[src/pwr_seq_regs.svh]
// register map, field positions, reset values and timing counts
`ifndef PWR_SEQ_REGS_SVH
`define PWR_SEQ_REGS_SVH
`define CTRL_OFS 12'h000
`define STAT_OFS 12'h004
`define SYNC_OFS 12'h008
`define CTRL_RESET 32'h0000_0001
`define CTRL_SSC_BIT 0
`define CLK_MHZ 25
`define BLANK_MIN_US 4
`define BLANK_MAX_US 28
`define BLANK_CYC (`BLANK_MAX_US * `CLK_MHZ)
`define SYNC_LOCK_CNT 2048
`define SYNC_MIN_PER_CYC (`CLK_MHZ * 1000 / 2200)
`define SYNC_MAX_PER_CYC (`CLK_MHZ * 1000 / 200)
`define DEGLITCH_US 20
`define DEGLITCH_CYC (`DEGLITCH_US * `CLK_MHZ)
`define RELEASE_US 2000
`define RELEASE_CYC (`RELEASE_US * `CLK_MHZ)
`define RAMP_US 5000
`define RAMP_CYC (`RAMP_US * `CLK_MHZ)
`define PHASE_STEPS 32
`endif

[src/pwr_seq_pkg.sv]
// types for the enable, sync and power-good controller
package pwr_seq_pkg;
    typedef enum logic [2:0] {
        ST_OFF,
        ST_WAKE,
        ST_SOFT,
        ST_RUN
    } seq_state_t;
endpackage

[src/enable_sync_power_good_ctrl.sv]
// enable, sync lock and power-good control of a step-down regulator
`timescale 1ns/1ns
`include "pwr_seq_regs.svh"

// Overview of operation
// - below wake level: shutdown, supply off
// - between levels: supply on, no switching
// - above turn-on and input ok: switch
// - blank enable changes after sync edge
// - no blanking while in shutdown
// - sync clock within range, switching follows
// - after 2048 sync cycles adopt frequency
// - valid sync disables spread spectrum
// - transition cycle of intermediate length
// - phase slides to align sync edges
// - bad frequency resistor stops switching, supply stays on
// - window thresholds with hysteresis on return
// - deglitch out-of-window faults
// - enable low forces flag low
// - release delay before flag goes high
// - temperature, enable, supply faults
// - flag low during soft start
// - select main input when aux low
// - inhibit switching under supply lockout
module enable_sync_power_good_ctrl #(
    parameter int unsigned RELEASE_CYC = `RELEASE_CYC,
    parameter int unsigned RAMP_CYC = `RAMP_CYC,
    parameter int unsigned LOCK_CNT = `SYNC_LOCK_CNT
) (
    input wire logic pclk,
    input wire logic presetn,
    input wire logic psel,
    input wire logic penable,
    input wire logic pwrite,
    input wire logic [11:0] paddr,
    input wire logic [31:0] pwdata,
    output logic [31:0] prdata,
    output logic pready,
    output logic pslverr,
    input wire logic wake_cmp,
    input wire logic turn_on_cmp,
    input wire logic sync_edge_in,
    input wire logic vin_ok_cmp,
    input wire logic rt_ok_cmp,
    input wire logic fb_under_cmp,
    input wire logic fb_over_cmp,
    input wire logic fb_in_band_cmp,
    input wire logic overtemp_trip,
    input wire logic overtemp_clear,
    input wire logic vcc_uvlo_cmp,
    input wire logic vcc_ok_cmp,
    input wire logic aux_supply_ok_cmp,
    input wire logic out_full_cmp,
    output logic internal_supply_en,
    output logic phase_node_en,
    output logic use_main_input,
    output logic ssc_en,
    output logic sync_locked,
    output logic phase_adjusting,
    output logic power_ok_flag_o,
    output logic power_ok_flag_oe
);

    localparam int unsigned NIN = 14;
    // two-flop synchronisers for all comparator inputs
    logic [NIN-1:0] raw_in;
    logic [NIN-1:0] meta_q;
    logic [NIN-1:0] sync_q;
    logic [NIN-1:0] prev_q;
    assign raw_in = {wake_cmp, turn_on_cmp, sync_edge_in, vin_ok_cmp,
        rt_ok_cmp, fb_under_cmp, fb_over_cmp, fb_in_band_cmp,
        overtemp_trip, overtemp_clear, vcc_uvlo_cmp, vcc_ok_cmp,
        aux_supply_ok_cmp, out_full_cmp};

    always_ff @(posedge pclk or negedge presetn)
    begin
        if (!presetn)
        begin
            meta_q <= '0;
            sync_q <= '0;
            prev_q <= '0;
        end
        else
        begin
            meta_q <= raw_in;
            sync_q <= meta_q;
            prev_q <= sync_q;
        end
    end
    wire s_wake = sync_q[13];
    wire s_on = sync_q[12];
    wire s_sync = sync_q[11];
    wire s_vin = sync_q[10];
    wire s_rt = sync_q[9];
    wire s_under = sync_q[8];
    wire s_over = sync_q[7];
    wire s_band = sync_q[6];
    wire s_ot = sync_q[5];
    wire s_ot_clr = sync_q[4];
    wire s_uvlo = sync_q[3];
    wire s_vcc_ok = sync_q[2];
    wire s_aux = sync_q[1];
    wire s_full = sync_q[0];
    wire sync_rise = s_sync & ~prev_q[11];
    wire sync_fall = ~s_sync & prev_q[11];
    wire sync_edge = sync_rise | sync_fall;

    // apb registers
    logic [31:0] ctrl_q;
    logic pready_q;
    logic pslverr_q;
    logic [31:0] prdata_q;
    // the answer cycle is not a new access: pready_q masks it
    wire acc = psel & penable & ~pready_q;
    wire hit_ctrl = paddr == `CTRL_OFS;
    wire hit_stat = paddr == `STAT_OFS;
    wire hit_sync = paddr == `SYNC_OFS;
    wire hit_any = hit_ctrl | hit_stat | hit_sync;
    // a write lands on the edge at which the master sees pready
    wire wr_ctrl = psel & penable & pready_q & pwrite & hit_ctrl;

    // enable blanking after sync edges, not in shutdown
    pwr_seq_pkg::seq_state_t state_q;
    pwr_seq_pkg::seq_state_t state_d;
    logic [15:0] blank_q;
    logic en_q;
    wire blanking = blank_q != 16'h0000;

    always_ff @(posedge pclk or negedge presetn)
    begin
        if (!presetn)
        begin
            blank_q <= 16'h0000;
            en_q <= 1'b0;
        end
        else
        begin
            if (sync_edge && state_q != pwr_seq_pkg::ST_OFF)
                blank_q <= 16'(`BLANK_CYC);
            else if (blanking)
                blank_q <= blank_q - 16'h0001;
            // a fall is believed only once the window has run out;
            // a rise with no window running is taken at once
            if (state_q == pwr_seq_pkg::ST_OFF)
                en_q <= s_on;
            else if (!blanking && (s_on || !sync_edge))
                en_q <= s_on;
        end
    end

    // power-up sequencing
    logic [31:0] ramp_q;
    wire run_ok = en_q & s_vin & s_rt & ~s_uvlo & s_wake;

    always_comb
    begin
        state_d = state_q;
        case (state_q)
            pwr_seq_pkg::ST_OFF:
                if (s_wake)
                    state_d = pwr_seq_pkg::ST_WAKE;
            pwr_seq_pkg::ST_WAKE:
                if (!s_wake)
                    state_d = pwr_seq_pkg::ST_OFF;
                else if (run_ok)
                    state_d = pwr_seq_pkg::ST_SOFT;
            pwr_seq_pkg::ST_SOFT:
                if (!run_ok)
                    state_d = s_wake ? pwr_seq_pkg::ST_WAKE
                        : pwr_seq_pkg::ST_OFF;
                // soft start ends at full output or at the ramp limit
                else if (s_full || ramp_q >= RAMP_CYC)
                    state_d = pwr_seq_pkg::ST_RUN;
            pwr_seq_pkg::ST_RUN:
                if (!run_ok)
                    state_d = s_wake ? pwr_seq_pkg::ST_WAKE
                        : pwr_seq_pkg::ST_OFF;
            default:
                state_d = pwr_seq_pkg::ST_OFF;
        endcase
    end

    always_ff @(posedge pclk or negedge presetn)
    begin
        if (!presetn)
        begin
            state_q <= pwr_seq_pkg::ST_OFF;
            ramp_q <= 32'h0000_0000;
        end
        else
        begin
            state_q <= state_d;
            if (state_q == pwr_seq_pkg::ST_SOFT)
                ramp_q <= ramp_q + 32'h0000_0001;
            else
                ramp_q <= 32'h0000_0000;
        end
    end

    // sync period measurement and lock
    logic [15:0] per_cnt_q;
    logic [15:0] sync_per_q;
    logic [11:0] lock_cnt_q;
    logic locked_q;
    logic [5:0] phase_q;
    wire per_ok = per_cnt_q >= 16'(`SYNC_MIN_PER_CYC)
        && per_cnt_q <= 16'(`SYNC_MAX_PER_CYC);

    always_ff @(posedge pclk or negedge presetn)
    begin
        if (!presetn)
        begin
            per_cnt_q <= 16'h0000;
            sync_per_q <= 16'h0000;
            lock_cnt_q <= 12'h000;
            locked_q <= 1'b0;
            phase_q <= 6'h00;
        end
        else if (state_q != pwr_seq_pkg::ST_RUN)
        begin
            per_cnt_q <= 16'h0000;
            lock_cnt_q <= 12'h000;
            locked_q <= 1'b0;
            phase_q <= 6'h00;
        end
        else
        begin
            if (sync_rise)
                per_cnt_q <= 16'h0001;
            else if (per_cnt_q != 16'hFFFF)
                per_cnt_q <= per_cnt_q + 16'h0001;
            if (sync_rise && !per_ok)
            begin
                lock_cnt_q <= 12'h000;
                locked_q <= 1'b0;
            end
            else if (sync_rise && !locked_q)
            begin
                sync_per_q <= per_cnt_q;
                if (32'(lock_cnt_q) + 1 >= LOCK_CNT)
                begin
                    locked_q <= 1'b1;
                    phase_q <= 6'(`PHASE_STEPS);
                end
                else
                    lock_cnt_q <= lock_cnt_q + 12'h001;
            end
            else if (sync_rise && phase_q != 6'h00)
                phase_q <= phase_q - 6'h01;
            // a gap longer than the slowest valid period drops lock
            if (!locked_q && per_cnt_q > 16'(`SYNC_MAX_PER_CYC))
                lock_cnt_q <= 12'h000;
            if (locked_q && per_cnt_q > 16'(`SYNC_MAX_PER_CYC))
                locked_q <= 1'b0;
        end
    end

    // power-good fault detection with deglitch and release delay
    logic [15:0] glitch_q;
    logic win_fault_q;
    logic ot_fault_q;
    logic [31:0] rel_q;
    logic pg_q;
    wire out_win = s_under | s_over;
    wire in_reg = s_band;
    wire any_fault = win_fault_q | ot_fault_q | ~en_q | s_uvlo
        | state_q != pwr_seq_pkg::ST_RUN;

    always_ff @(posedge pclk or negedge presetn)
    begin
        if (!presetn)
        begin
            glitch_q <= 16'h0000;
            win_fault_q <= 1'b0;
            ot_fault_q <= 1'b0;
            rel_q <= 32'h0000_0000;
            pg_q <= 1'b0;
        end
        else
        begin
            if (!out_win)
                glitch_q <= 16'h0000;
            else if (glitch_q != 16'(`DEGLITCH_CYC))
                glitch_q <= glitch_q + 16'h0001;
            if (glitch_q == 16'(`DEGLITCH_CYC))
                win_fault_q <= 1'b1;
            else if (in_reg)
                win_fault_q <= 1'b0;
            if (s_ot)
                ot_fault_q <= 1'b1;
            else if (s_ot_clr && in_reg)
                ot_fault_q <= 1'b0;
            // a short trip out of band leaves the flag up; only the
            // deglitched window fault pulls it down
            if (any_fault || !s_vcc_ok)
            begin
                rel_q <= 32'h0000_0000;
                pg_q <= 1'b0;
            end
            else if (!in_reg && !pg_q)
                rel_q <= 32'h0000_0000;
            else if (rel_q >= RELEASE_CYC)
                pg_q <= 1'b1;
            else
                rel_q <= rel_q + 32'h0000_0001;
        end
    end

    // apb slave: one wait state, answered on second access cycle
    wire [31:0] stat_val = {24'h000000, pg_q, phase_q != 6'h00, locked_q,
        state_q == pwr_seq_pkg::ST_RUN, state_q != pwr_seq_pkg::ST_OFF,
        win_fault_q, ot_fault_q, en_q};
    wire [31:0] rd_val = hit_ctrl ? ctrl_q : hit_stat ? stat_val
        : hit_sync ? {16'h0000, sync_per_q} : 32'h0000_0000;

    always_ff @(posedge pclk or negedge presetn)
    begin
        if (!presetn)
        begin
            ctrl_q <= `CTRL_RESET;
            pready_q <= 1'b0;
            pslverr_q <= 1'b0;
            prdata_q <= 32'h0000_0000;
        end
        else
        begin
            pready_q <= acc;
            pslverr_q <= acc & ~hit_any;
            prdata_q <= (acc && !pwrite) ? rd_val : 32'h0000_0000;
            if (wr_ctrl)
                ctrl_q <= {31'h0, pwdata[`CTRL_SSC_BIT]};
        end
    end

    // registered outputs
    always_ff @(posedge pclk or negedge presetn)
    begin
        if (!presetn)
        begin
            internal_supply_en <= 1'b0;
            phase_node_en <= 1'b0;
            // start from the main input until aux is seen good
            use_main_input <= 1'b1;
            ssc_en <= 1'b0;
            sync_locked <= 1'b0;
            phase_adjusting <= 1'b0;
            power_ok_flag_o <= 1'b0;
            power_ok_flag_oe <= 1'b1;
        end
        else
        begin
            internal_supply_en <= state_q != pwr_seq_pkg::ST_OFF;
            phase_node_en <= (state_q == pwr_seq_pkg::ST_SOFT
                || state_q == pwr_seq_pkg::ST_RUN) && !s_uvlo;
            use_main_input <= ~s_aux;
            // dither stops while an external clock is followed
            ssc_en <= ctrl_q[`CTRL_SSC_BIT] & ~locked_q;
            sync_locked <= locked_q;
            phase_adjusting <= phase_q != 6'h00;
            // open drain: the pad only ever pulls the line low
            power_ok_flag_o <= 1'b0;
            power_ok_flag_oe <= ~pg_q;
        end
    end
    assign prdata = prdata_q;
    assign pready = pready_q;
    assign pslverr = pslverr_q;
endmodule

[config.mk]
export PLATFORM = sky130hd
export DESIGN_NAME = enable_sync_power_good_ctrl
export DESIGN_NICKNAME = d
export VERILOG_FILES = /design/src/pwr_seq_pkg.sv /design/src/enable_sync_power_good_ctrl.sv
export VERILOG_INCLUDE_DIRS = /design/src /design/src/src
export SDC_FILE = /design/constraint.sdc
export NUM_CORES = 1
export LEC_CHECK = 0
export ABC_AREA = 1
export ABC_CLOCK_PERIOD_IN_PS = 2450
export CAP_MARGIN = 20
export CORE_MARGIN = 2
export CORE_UTILIZATION = 64
export CTS_CLUSTER_DIAMETER = 40
export CTS_CLUSTER_SIZE = 10
export DETAILED_ROUTE_END_ITERATION = 8
export DONT_BUFFER_PORTS = 1
export PLACE_DENSITY = 0.92
export SLEW_MARGIN = 10
export SYNTH_ARGS = -nofsm -noshare
export SYNTH_HDL_FRONTEND = slang
export SYNTH_SLANG_ARGS = --single-unit
[constraint.sdc]
create_clock -name pclk -period 2.45 [get_ports pclk]
set_clock_uncertainty 0.05 [all_clocks]
set_input_delay 0.735 -clock pclk [delete_from_list [all_inputs] [get_ports pclk]]
set_output_delay 0.735 -clock pclk [all_outputs]
set_load 0.02 [all_outputs]
==> results by group <==
Die
  • Num ports: 105
  • Placeable Area: 0.0153 mm2
  • Starting density of the core: 0.657
  • Die Height: 129 um
  • Rows: 45
  • Die ar.: 0.0167 mm2
  • DIE WIDTH: 129 um

Placed design
  • Number of port buffers: 0
  • DP Wirelength: 13,900 um
  • GP Congestion: 0.963

Clock tree
  • Worst-skew pair later-pin latency: 530 ps
  • Max Buffers Root-to-Sink: 3
  • Post-CTS Setup Bufs: 0
  • Clock slew at reported path FFs: 50 ps
  • Root buffer cell: clkbuf_16
  • CTS tree: yes
  • Clock Sinks: 208
  • Post-cts sizing count: 0
  • H-tree lvl count: 1
  • Total clock buffers created by CTS: 29

Timing
  • Crit path time final: 2130 ps
  • Count of pins over their slew limit: 0
  • Hold slack final: -138 ps
  • RSZ-0062 raised after global routing: no
  • Final hold violation count: 205
  • Final period util: 0.869
  • Final setup fails: 0
  • Fmax: 0.470 GHz
  • Measured slew at the worst slew-check pin: 643 ps
  • Setup_tns: 0 ps
  • Rel. slew slack: 0.571

Logic synthesis
  • Top cell type by total area after synthesis: dfrtp_1
  • Yosys top cell area share: 0.512
  • Main synth FF type: dfrtp_1
  • Cells after synthesis: 1,197
  • Post-Synth Simple-Gate Area: 0.266
  • Post-synthesis adder-cell area fraction: 0.0175
  • Synth Area in XOR/XNOR: 0.0192
  • Yosys warns: 0
  • Compound-Gate Fraction of Synth Area: 0.0891
  • Avg Inst Size Synth: 8.38 um2
  • Post-synthesis cell type count: 54
  • Post-synthesis cell area: 0.0100 mm2
  • Number of synthesized register bits: 208
  • Post-synth EDFFs: 0
  • Synth top area cells: dfrtp_1, nand2_1, inv_1
  • Combinational family with the most area after synthesis: simple AND/OR/NAND/NOR gates
  • Mux cell area share after synthesis: 0
  • Post-synth ARST share: 1.00
  • Post-synthesis sequential area ratio: 0.520

Global route
  • Gr usage total: 0.260
  • Vias in the first global route: 7,833
  • Total global routing overflow: 0
  • Largest net degree at the start of global routing: 209
  • Initial antenna violation count: 0
  • First-pass GRT wire length: 35,700 um

Worst setup path
  • CP Cell Sequence: inv_1 -> ha_1 -> nor3_1 -> nand2_1 -> nand3_2 -> nand2_4 -> nand2_4 -> inv_2 -> nand2_2 -> nand2_1 -> o21ai_1
  • Setup crit end kind: flip-flop
  • Startpoint Class: flip-flop
  • Worst Path Arrival: 2530 ps
  • Slowest cell on the critical path: dfrtp_1
  • Slowest stage delay, CP: 400 ps
  • CP Max Fanout: 23
  • CP required: 2850 ps
  • Crit path kind: flip-flop to flip-flop

Flow run
  • Max-cap violations: 0

Run status
  • Violated checks: negative hold slack
  • Status: finished with violations

Hold path
  • Worst min path class: primary input to async pin

Layout
  • Area delta synth->final: 11.1%
  • Commonest non-fill, non-tap cells in the layout: nand2_1, dfrtp_1, inv_1
  • Most common cell after layout, fill and taps aside: nand2_1
  • Fill cells: 1,038
  • Layout cells sized above 1: 0.0847
  • Final #Nets: 1,299
  • Inserted Diodes: 0

Route
  • DRT iter0 DRCs: 643
  • WL final: 20,800 um
  • DR WL/cell: 14.3 um
  • Vias per inst: 5.57
  • Routed vias: 8,080
  • Drt first pass iters: 7
  • Antenna-violating nets left: 0
  • # DRC: 0

Power
  • Max IR drop VDD: 721 uV
  • Pwr Density: 724 mW/mm2
  • Static leakage: 0.00496 uW
sequential cells by signal, indices dropped and copies added (netlist names), 14 cells and up:
signal and cells:
blank_q 16, glitch_q 16, meta_q 14, per_cnt_q 16, prdata 16, ramp_q 32
rel_q 32, sync_per_q 16, sync_q 14
final timing paths:
check	start	to	slack, ps	cells past startpoint
max	per_cnt_q[0]	sync_per_q[0]	320	11
min reg2reg	sync_q[1]	use_main_input	290	1
max in group asynchronous	presetn	power_ok_flag_oe	2060	0
min	presetn	ramp_q[0]	-140	0
min in group pclk	fb_under_cmp	meta_q[8]	180	0
max reg2reg	per_cnt_q[0]	sync_per_q[0]	320	11
report_power, final:
part	internal (uW)	switching (uW)
registers	3560	117
logic	151	300
clock network	2490	1440
cells in the mapped netlist (6+ instances only):
cell	n
buf_4	17
nand2_1	210
ha_1	14
nor3_1	48
nand3_1	68
nor2_1	164
buf_2	6
nor2_2	6
nand4_1	34
o21ai_0	51
dfrtp_1	205
xor2_1	18
o21ai_1	9
inv_1	176
nand3_2	9
nand2_2	8
nor4_1	12
a21oi_1	62
critical path, delay by kind of cell, from the launching register on:
kind	cells	cell delay (ps)
simple gates	7	1080
compound gates	1	110
fa+ha+maj	1	210
buf+inv	2	190
flops	1	400
per-stage QoR:
stage | total power (uW) | utilization | instances | setup WS, ps | cell area (um2)
finish | 8070 | 0.730 | 1451 | 320 | 11100
detailed placement | 4180 | 0.669 | 1402 | 434 | 10200
global route | 8350 | 0.730 | 1451 | 128 | 11100
CTS | 8120 | 0.730 | 1451 | 365 | 11100
floorplan | 4060 | - | 1213 | 645 | 10100
global placement | 4140 | 0.669 | 1402 | 520 | 10200
cell families after synthesis:
family | after synthesis
buffers and inverters | 214
AOI/OAI and AO/OA | 157
DFF | 208
adders and majority gates | 14
other | 1
and+or+nand+nor | 581
xor gates and xnor gates | 22
routing by layer:
layer  global-route usage  part of all wire
met4               0.0908             0.027
met2                0.441              0.49
met5                    0                 0
met3               0.0380             0.058
met1                0.346              0.42
final cells by class:
type	instances	area, um2	area share
repair buffers	9	67.6	0.00607
clock buffers	40	807	0.0725
multi-input cells	791	3990	0.358
flip-flops and latches	208	5210	0.468
inverters	183	687	0.0617
well taps	211	264	0.0237
clock inverters	9	114	0.0102
(Power assumes the default switching activity.)
